==> src/rtl/blit_dst_pkg.sv <==
/*
 * Shared constants and carrier types for the destination address generator.
 * Assumes a host register port with byte enables and a 12-bit byte offset.
 */
package blit_dst_pkg;

   // Register offsets.
   localparam logic [11:0] OFF_DEST_BASE   = 12'h018;
   localparam logic [11:0] OFF_DEST_STRIDE = 12'h028;

   // Base register layout.
   localparam int          BASE_HI   = 20;
   localparam int          BASE_ALIGN = 5;
   localparam logic [31:0] BASE_MASK = 32'h001F_FFE0;

   // Stride register layout.
   localparam int          SEL0_LSB = 0;
   localparam int          SEL1_LSB = 3;
   localparam int          SEL2_LSB = 6;
   localparam int          SEL3_LSB = 9;
   localparam logic [31:0] STRIDE_MASK = 32'h0000_07FF;

   // Reset values; software must load both before use.
   localparam logic [31:0] BASE_RESET   = 32'h0000_0000;
   localparam logic [31:0] STRIDE_RESET = 32'h0000_0000;

   // Valid code windows and shift offsets of each selector.
   localparam logic [2:0] SEL0_LO = 3'h3;
   localparam logic [2:0] SEL0_HI = 3'h7;
   localparam logic [2:0] SEL1_LO = 3'h2;
   localparam logic [2:0] SEL1_HI = 3'h6;
   localparam logic [2:0] SEL2_LO = 3'h1;
   localparam logic [2:0] SEL2_HI = 3'h5;
   localparam logic [2:0] SEL3_LO = 3'h1;
   localparam logic [2:0] SEL3_HI = 3'h3;
   localparam logic [4:0] SHIFT_OFS_LOW = 5'h04;
   localparam logic [4:0] SHIFT_OFS_SEL3 = 5'h09;

   typedef struct packed {
      logic [15:0] y;
      logic [15:0] x;
   } pixel_coord_t;

   typedef struct packed {
      logic [1:0] row_multiplier_sel_3;
      logic [2:0] row_multiplier_sel_2;
      logic [2:0] row_multiplier_sel_1;
      logic [2:0] row_multiplier_sel_0;
   } stride_fields_t;

endpackage : blit_dst_pkg

==> src/rtl/blit_destination_address_gen.sv <==
/*
 * Destination pixel address generator of the drawing engine: base and
 * stride registers, operation snapshot and the address adder.
 * Assumes host writes arrive as single-cycle strobes with byte enables and
 * that the coordinate register logic pulses op_start when it is written.
 */
`timescale 1ns/1ps
module blit_destination_address_gen #(
   parameter int ADDR_W = 21
) (
   // Clock and reset.
   input  wire logic                      clk,
   input  wire logic                      rstn,
   // Host register port.
   input  wire logic                      host_wr,
   input  wire logic                      host_rd,
   input  wire logic [11:0]               host_addr,
   input  wire logic [3:0]                host_be,
   input  wire logic [31:0]               host_wdata,
   output logic      [31:0]               host_rdata,
   // Operation start from the coordinate register.
   input  wire logic                      op_start,
   // Pixel address requests and results.
   input  wire logic                      req_valid,
   input  wire blit_dst_pkg::pixel_coord_t req_coord,
   output logic                           addr_valid,
   output logic      [ADDR_W-1:0]         dram_addr
);

   logic [31:0]                  destination_base_address;
   logic [31:0]                  destination_line_stride;
   logic [31:0]                  next_base;
   logic [31:0]                  next_stride;
   logic [ADDR_W-1:0]            snap_base;
   blit_dst_pkg::stride_fields_t snap_stride;
   logic [ADDR_W-1:0]            next_addr;

   // Byte-lane merge; reserved and alignment bits are masked afterwards.
   function automatic logic [31:0] merge(input logic [31:0] old,
                                         input logic [31:0] wd,
                                         input logic [3:0]  be);
      logic [31:0] res;
      res = old;
      for (int i = 0; i < 4; i++) begin
         if (be[i]) begin
            res[i*8 +: 8] = wd[i*8 +: 8];
         end
      end
      return res;
   endfunction : merge

   // One selector term: zero outside its code window, else Y shifted.
   function automatic logic [ADDR_W-1:0] term(input logic [2:0]  code,
                                              input logic [2:0]  lo,
                                              input logic [2:0]  hi,
                                              input logic [4:0]  ofs,
                                              input logic [15:0] y);
      logic [ADDR_W+15:0] wide;
      wide = '0;
      if (code >= lo && code <= hi) begin
         wide = {{ADDR_W{1'b0}}, y} << (code + ofs);
      end
      return wide[ADDR_W-1:0];
   endfunction : term

   always_comb begin
      next_base = merge(destination_base_address, host_wdata, host_be)
                  & blit_dst_pkg::BASE_MASK;
      next_stride = merge(destination_line_stride, host_wdata, host_be)
                    & blit_dst_pkg::STRIDE_MASK;
   end

   // Reset gives a known value although software must still program both.
   always_ff @(posedge clk or negedge rstn) begin
      if (!rstn) begin
         destination_base_address <= blit_dst_pkg::BASE_RESET;
      end else if (host_wr && host_addr == blit_dst_pkg::OFF_DEST_BASE) begin
         destination_base_address <= next_base;
      end
   end

   always_ff @(posedge clk or negedge rstn) begin
      if (!rstn) begin
         destination_line_stride <= blit_dst_pkg::STRIDE_RESET;
      end else if (host_wr
                   && host_addr == blit_dst_pkg::OFF_DEST_STRIDE) begin
         destination_line_stride <= next_stride;
      end
   end

   // Unmapped offsets read as zero.
   always_ff @(posedge clk or negedge rstn) begin
      if (!rstn) begin
         host_rdata <= 32'h0000_0000;
      end else if (host_rd) begin
         unique case (host_addr)
            blit_dst_pkg::OFF_DEST_BASE: begin
               host_rdata <= destination_base_address;
            end
            blit_dst_pkg::OFF_DEST_STRIDE: begin
               host_rdata <= destination_line_stride;
            end
            default: begin
               host_rdata <= 32'h0000_0000;
            end
         endcase
      end
   end

   // Snapshot lets software reload registers while an operation runs.
   always_ff @(posedge clk or negedge rstn) begin
      if (!rstn) begin
         snap_base   <= '0;
         snap_stride <= '0;
      end else if (op_start) begin
         snap_base   <= destination_base_address[ADDR_W-1:0];
         snap_stride <= destination_line_stride[10:0];
      end
   end

   // Stride is unsigned; line direction is applied by the Y stepper.
   always_comb begin
      next_addr = snap_base
         + ADDR_W'(req_coord.x)
         + term(snap_stride.row_multiplier_sel_0, blit_dst_pkg::SEL0_LO,
                blit_dst_pkg::SEL0_HI, blit_dst_pkg::SHIFT_OFS_LOW,
                req_coord.y)
         + term(snap_stride.row_multiplier_sel_1, blit_dst_pkg::SEL1_LO,
                blit_dst_pkg::SEL1_HI, blit_dst_pkg::SHIFT_OFS_LOW,
                req_coord.y)
         + term(snap_stride.row_multiplier_sel_2, blit_dst_pkg::SEL2_LO,
                blit_dst_pkg::SEL2_HI, blit_dst_pkg::SHIFT_OFS_LOW,
                req_coord.y)
         + term({1'b0, snap_stride.row_multiplier_sel_3},
                blit_dst_pkg::SEL3_LO, blit_dst_pkg::SEL3_HI,
                blit_dst_pkg::SHIFT_OFS_SEL3, req_coord.y);
   end

   always_ff @(posedge clk or negedge rstn) begin
      if (!rstn) begin
         addr_valid <= 1'b0;
         dram_addr  <= '0;
      end else begin
         addr_valid <= req_valid;
         if (req_valid) begin
            dram_addr <= next_addr;
         end
      end
   end

   a_base_reserved: assert property (
      @(posedge clk) disable iff (!rstn)
      (destination_base_address & ~blit_dst_pkg::BASE_MASK) == 32'h0000_0000)
      else $error("Base register reserved or alignment bits set.");

   a_base_aligned: assert property (
      @(posedge clk) disable iff (!rstn)
      addr_valid && $past(snap_stride) == '0 && $past(req_coord.x) == 16'h0000
      |-> dram_addr[4:0] == 5'h00)
      else $error("Address with zero X and stride is misaligned.");

   a_stride_reserved: assert property (
      @(posedge clk) disable iff (!rstn)
      destination_line_stride[31:11] == 21'h000000)
      else $error("Stride register reserved bits set.");

   a_half_write: assert property (
      @(posedge clk) disable iff (!rstn)
      host_wr && host_addr == blit_dst_pkg::OFF_DEST_STRIDE
      && host_be == 4'h3
      |=> destination_line_stride[10:0] == $past(host_wdata[10:0]))
      else $error("Halfword write to stride register not taken.");

   a_read_base: assert property (
      @(posedge clk) disable iff (!rstn)
      host_rd && host_addr == blit_dst_pkg::OFF_DEST_BASE && !host_wr
      ##1 !host_rd [*2] |-> ##1 host_rdata == $past(host_rdata))
      else $error("Read data changed without a read.");

   a_snap_take: assert property (
      @(posedge clk) disable iff (!rstn)
      op_start |=> snap_base == $past(destination_base_address[ADDR_W-1:0])
      && snap_stride == $past(destination_line_stride[10:0]))
      else $error("Snapshot not taken at operation start.");

   a_snap_hold: assert property (
      @(posedge clk) disable iff (!rstn)
      !op_start |=> $stable(snap_base) && $stable(snap_stride))
      else $error("Snapshot changed without operation start.");

   a_addr_latency: assert property (
      @(posedge clk) disable iff (!rstn)
      req_valid |=> addr_valid)
      else $error("Address result not presented one cycle later.");

   a_addr_single: assert property (
      @(posedge clk) disable iff (!rstn)
      !req_valid |=> !addr_valid)
      else $error("Address result presented without a request.");

   a_low_codes: assert property (
      @(posedge clk) disable iff (!rstn)
      req_valid && snap_stride.row_multiplier_sel_0 < 3'h3
      && snap_stride[10:3] == 8'h00
      |=> dram_addr == $past(snap_base) + ADDR_W'($past(req_coord.x)))
      else $error("Low selector code did not give zero multiple.");

   a_sel3_top: assert property (
      @(posedge clk) disable iff (!rstn)
      req_valid && snap_stride == 11'h600
      |=> dram_addr == $past(snap_base) + ADDR_W'($past(req_coord.x))
          + ADDR_W'({$past(req_coord.y), 12'h000}))
      else $error("Fourth selector code 11 did not multiply by 4096.");

endmodule : blit_destination_address_gen

==> config.mk <==
export PLATFORM = sky130hd
export DESIGN_NAME = blit_destination_address_gen
export DESIGN_NICKNAME = d
export VERILOG_FILES = /design/src/rtl/blit_dst_pkg.sv /design/src/rtl/blit_destination_address_gen.sv
export SDC_FILE = /design/constraint.sdc
export NUM_CORES = 1
export LEC_CHECK = 0
export BUFFER_PORTS_ARGS = -buffer_cell sky130_fd_sc_hd__buf_2
export CAP_MARGIN = 40
export CORE_UTILIZATION = 25
export DETAILED_ROUTE_END_ITERATION = 12
export PLACE_DENSITY = 0.51
export SLEW_MARGIN = 20
export SYNTH_ARGS = -nofsm -noshare
export SYNTH_HDL_FRONTEND = slang
export SYNTH_SLANG_ARGS = --single-unit
==> constraint.sdc <==
create_clock -name clk -period 6.6 [get_ports clk]
set_clock_uncertainty 0.05 [all_clocks]
set_input_delay 0.66 -clock clk [delete_from_list [all_inputs] [get_ports clk]]
set_output_delay 0.66 -clock clk [all_outputs]
set_load 0.01 [all_outputs]
Word-level counts from Yosys, hierarchy flattened
Index checks and enable logic that the tools add are counted. W data, S select, Z words.

Bits in registers: 108. Bits of input ports: 86.

$add $sub $neg: 9. Magnitude comparators: 7. Equality and inequality tests: 2. Shifts and indexed selects: 4. Mux-type cells: 5. Reductions and logical operators: 10.

Operators by type and width (count): $add A21 B21 Y21 (4); $mux W21 (4); $shl A16 B4 Y21 (3); $pmux W21 S2 (1); $add A21 B16 Y21 (1); $shl A16 B5 Y21 (1); $add A3 B3 Y4 const B (3); $eq A12 B5 Y1 const B (1); $eq A12 B6 Y1 const B (1); $reduce_and A2 Y1 (5); $le A3 B3 Y1 const B (3); $ge A3 B2 Y1 const B (2); $add A2 B4 Y5 const B (1); $logic_and A1 B1 Y1 (5); $ge A3 B1 Y1 const B (1); $ge A2 B1 Y1 const B (1).

Longest topological paths before layout
Depth after elaboration: 7. Mapped depth: 23.

Worst setup path before layout
Ideal clock, no wire load.

Path type: register -> register. From: register snap_stride[9] (netlist bit). To: register dram_addr[18]. Setup time: 0.116 ns. Arrival time: 5.248 ns. Required time: 6.434 ns. Path slack: 1.187 ns. Cell stages (with the launch flop): 21. Buffers on the path: 3. Path through: dfrtp_1 > buf_2 > inv_1 > ha_1 > clkbuf_1 > clkbuf_1 > mux2i_1 > mux2i_1 > mux2i_1 > or2_2 > fa_1 > fa_1 > fa_1 > inv_1 > ha_1 > nand4_1 > nand2b_1 > or3_1 > a31oi_1 > o21ai_0 > o311ai_0.

Longest elaborated chain between the ends: 4. Elaborated cells between the ends (all ways): 5. Those cells by class: add/sub: 2; order compare: 1; shift: 1; mux: 1.

Ends and longest elaborated chain: start, declared (line blit_destination_address_gen.sv:35) `blit_dst_pkg::stride_fields_t snap_stride;`; start signal, assigned (line blit_destination_address_gen.sv:117) `snap_stride <= destination_line_stride[10:0];`; $add A2 B4 Y5 (line blit_destination_address_gen.sv:61) `wide = {{ADDR_W{1'b0}}, y} << (code + ofs);`; $shl A16 B5 Y21 (line blit_destination_address_gen.sv:61); $mux W21 (*) (line blit_destination_address_gen.sv:60) `if (code >= lo && code <= hi) begin`; $add A21 B21 Y21 (*) (line blit_destination_address_gen.sv:134) `+ term({1'b0, snap_stride.row_multiplier_sel_3},`; end signal, assigned (line blit_destination_address_gen.sv:146) `dram_addr <= next_addr;`; end, declared (line blit_destination_address_gen.sv:27) `output logic [ADDR_W-1:0] dram_addr`.

Mark *: on every way between the ends. The rest lies on a longest branch, timed or not. A chain may end at the register's enable or synchronous reset.

Worst setup path after layout
Ends and elaborated chain as after synthesis.

==> impl_results.md <==
* Outcome: finished clean
* #FFs+latches synth at 97
* Fmax achieved at 0.177 GHz
* Wire per inst at 15.3 um
* Sequential element share of the synthesized area at 0.284
* Global-route wire length before repair at 35900 um
* Maximum vdd drop at 0.142 mV
* Initial DRC Count at 521
* Mapped Area at 8560 um^2
* Via density at 4.50
* Ranking of synthesized cells by area: dfrtp_1 (28%), fa_1 (15%), mux2_2 (8.4%)
* RD Place Congestion at 0.885
* Setup crit start: snap_stride[9]$_DFFE_PN0P_
* Pre-CTS setup slack at 0.982 ns
* R2R depth at 17
* Hold violation count in the final report at 0
* Critical Path Source Type: flip-flop
* Hold_buf cts at 0
* Final Max Slew Viols at 0
* TNS Setup at 0 ns
* Clk sinks at 97
* Root Driver: clkbuf_16
* Port buffer count at 116
* Area of the multi-input gates at 5440 um^2
* Die area at 35000 um^2
* WP buf/inv at 2
* Die width at 187 um
* R2R Path End: dram_addr[18]$_DFFE_PN0P_
* Synth cell count leaders: inv_1 (129), dfrtp_1 (97), o21ai_0 (70)
* Worst EP arrival at 5.85 ns
* Final Cycle Share at 0.857
* Initial antenna violation count at 2
* Area grow syn2layout at 15.5%
* CP Data Required Time at 6.80 ns
* Vias in the first global route at 6396
* Die H at 187 um
* Post-synth top area share at 0.284
* Distinct cells, synth at 56
* Final worst slack at 0.944 ns
* Total gr overflow at 0
* Clock latency on the worst-skew pair at 0.36 ns
* H-tree Lvls at 3
* Yosys warning total at 0
* HP Class: primary input to asynchronous set/reset pin
* CP max stage cell: ha_1
* Largest net degree at the start of global routing at 57
* Slew @ Worst Pin at 0.804 ns
* I/O Pins at 140
* Slew headroom at 0.464
* Storage element area at 2430 um^2
* MaxCap Viol Count at 0
* Post-CTS sizing at 0
* Critical path endpoint: dram_addr[18]$_DFFE_PN0P_
* R2R Setup Slk at 0.94 ns
* Pwr dens at 158 nW/um^2
* Total global-route track usage at 0.130
* Drt first pass iters at 5
* CTS max path bufs at 2
* Post-synth EDFFs at 0
* Setup Buffers After CTS at 0
* Layout Utilization at 0.294
* R2R Path Start: snap_stride[9]$_DFFE_PN0P_
* CP cell instances: inv_1 -> ha_1 -> mux2_2 -> o21ai_0 -> o21ai_0 -> nand2b_1 -> fa_1 -> fa_1 -> fa_1 -> inv_1 -> ha_1 -> and3_1 -> nand2b_1 -> or3_1 -> a31oi_1 -> o21ai_0 -> o311ai_0
* Primary FF master, synth: dfrtp_1
* Worst path depth at 17
* RSZ-0062 raised after global routing: no
* NumNets Final at 1187
* Number of fill cells in the layout at 3560
* Critical setup path kind: flip-flop to flip-flop
* FP Rows at 67
* Post-Syn Area per Cell at 9.44 um^2
* Min Tclk post-route at 5.66 ns
* Final setup fails at 0
* Post-Route WL at 22200 um
* Dpl hpwl at 17200 um
* Worst-path clk slew at 0.07 ns
* Async S/R FF share, synth at 1.00
* Core region area at 33600 um^2
* CTS Buf Count at 9
* DR vias at 6545
* Yosys top cell by area: dfrtp_1
* Top delay family on crit path: adder cells
* Initial core utilization at 0.255
* DRC viols at 0
* Crit end category: flip-flop
* Most common cell in the synthesized netlist: inv_1
* Max incr delay on CP at 0.74 ns
* Worst-path maximum fanout at 15
* Post-DRT Antenna Nets at 0
* Synth Instances at 907
* Leakage at 0.00463 uW
* Placed insts at 1436
* Share of cells above drive strength 1 at 0.224
* TritonCTS clock tree: done
* Fin cells at 1455
==> state kept, by name (all words and copies together), names as in the netlist <==
name,cells
addr_valid,1
destination_base_address,16
destination_line_stride,11
dram_addr,21
host_rdata,21
snap_base,16
snap_stride,11
==> kinds of logic after synthesis <==
logic type / after synthesis / share of synthesized area
buf+inv: 201 / 0.0944
simple gates: 193 / 0.107
compound gates: 178 / 0.123
mux: 118 / 0.170
fa+ha+maj: 100 / 0.201
flops: 97 / 0.284
xor+xnor: 19 / 0.0210
other cells: 1 / 0.000438
==> per-layer routing <==
| layer | GRT usage | up-vias | wire length [um] |
|---|---|---|---|
| met3 | 0.0281 | 21 | 1440 |
| met5 | 0 | - | 13 |
| met4 | 0.0353 | 2 | 419 |
| li1 | - | 3202 | - |
| met1 | 0.192 | 3107 | 11100 |
| met2 | 0.190 | 213 | 9280 |
==> final cells by class <==
type / count / area share
Inverter: 130 / 0.0494
Tap cell: 448 / 0.0567
Antenna cell: 1 / 0.000253
Timing Repair Buffer: 126 / 0.0701
Sequential cell: 97 / 0.246
Clock inverter: 6 / 0.00519
Clock buffer: 10 / 0.0232
Multi-Input combinational cell: 637 / 0.550
==> layout by cell type, fill, tap and decap left out, types with 3 or more instances in the layout <==
| cell type | instances |
|---|---|
| o31ai_1 | 4 |
| a221o_1 | 3 |
| xnor2_1 | 12 |
| mux2i_1 | 38 |
| nor2_1 | 44 |
| a22oi_1 | 9 |
| o21a_1 | 5 |
| dfrtp_1 | 97 |
| ha_1 | 38 |
| a22o_1 | 6 |
| mux2_2 | 64 |
| nor3_1 | 6 |
| and3_1 | 10 |
| nand4_1 | 4 |
| a21o_1 | 7 |
| a211oi_1 | 3 |
| nand3_1 | 28 |
| nor3b_1 | 3 |
| mux4_2 | 15 |
| clkbuf_16 | 9 |
| nand3b_1 | 5 |
| fa_1 | 62 |
| inv_1 | 129 |
| buf_2 | 115 |
| nand2_1 | 64 |
| conb_1 | 29 |
| buf_4 | 8 |
| nor2b_1 | 14 |
| a31oi_1 | 3 |
| a21oi_1 | 54 |
| nand2b_1 | 6 |
| xor2_1 | 6 |
| o21bai_1 | 4 |
| o21ai_0 | 70 |
==> power breakdown <==
group          internal (uW)  total, uW  switching, uW
clock network            262        523            261
registers                632        650           18.6
logic                    169        387            218
total                   1060       1560            497
==> through the flow <==
stage | hold slack [ns] | power [uW] | area (um^2)
6_report | 0.146 | 1560 | 9890
3_3_place_gp | 0.414 | 1040 | 9540
4_1_cts | 0.148 | 1570 | 9850
5_1_grt | 0.164 | 1660 | 9880
3_5_place_dp | 0.433 | 1050 | 9570
2_1_floorplan | 0.314 | 922 | 8660
==> how the worst min path moves through the flow <==
stage	from	end	slack (ns)	depth (start not counted)
4_1_cts	rstn	dram_addr[20]$_DFFE_PN0P_	0.15	1
3_3_place_gp	dram_addr[6]$_DFFE_PN0P_	dram_addr[6]$_DFFE_PN0P_	0.41	2
3_5_place_dp	dram_addr[6]$_DFFE_PN0P_	dram_addr[6]$_DFFE_PN0P_	0.43	2
6_report	rstn	dram_addr[20]$_DFFE_PN0P_	0.15	1
2_1_floorplan	rstn	addr_valid$_DFF_PN0_	0.31	0
5_1_grt	rstn	dram_addr[20]$_DFFE_PN0P_	0.16	1
No activity file was read; power rests on OpenSTA's default activity.
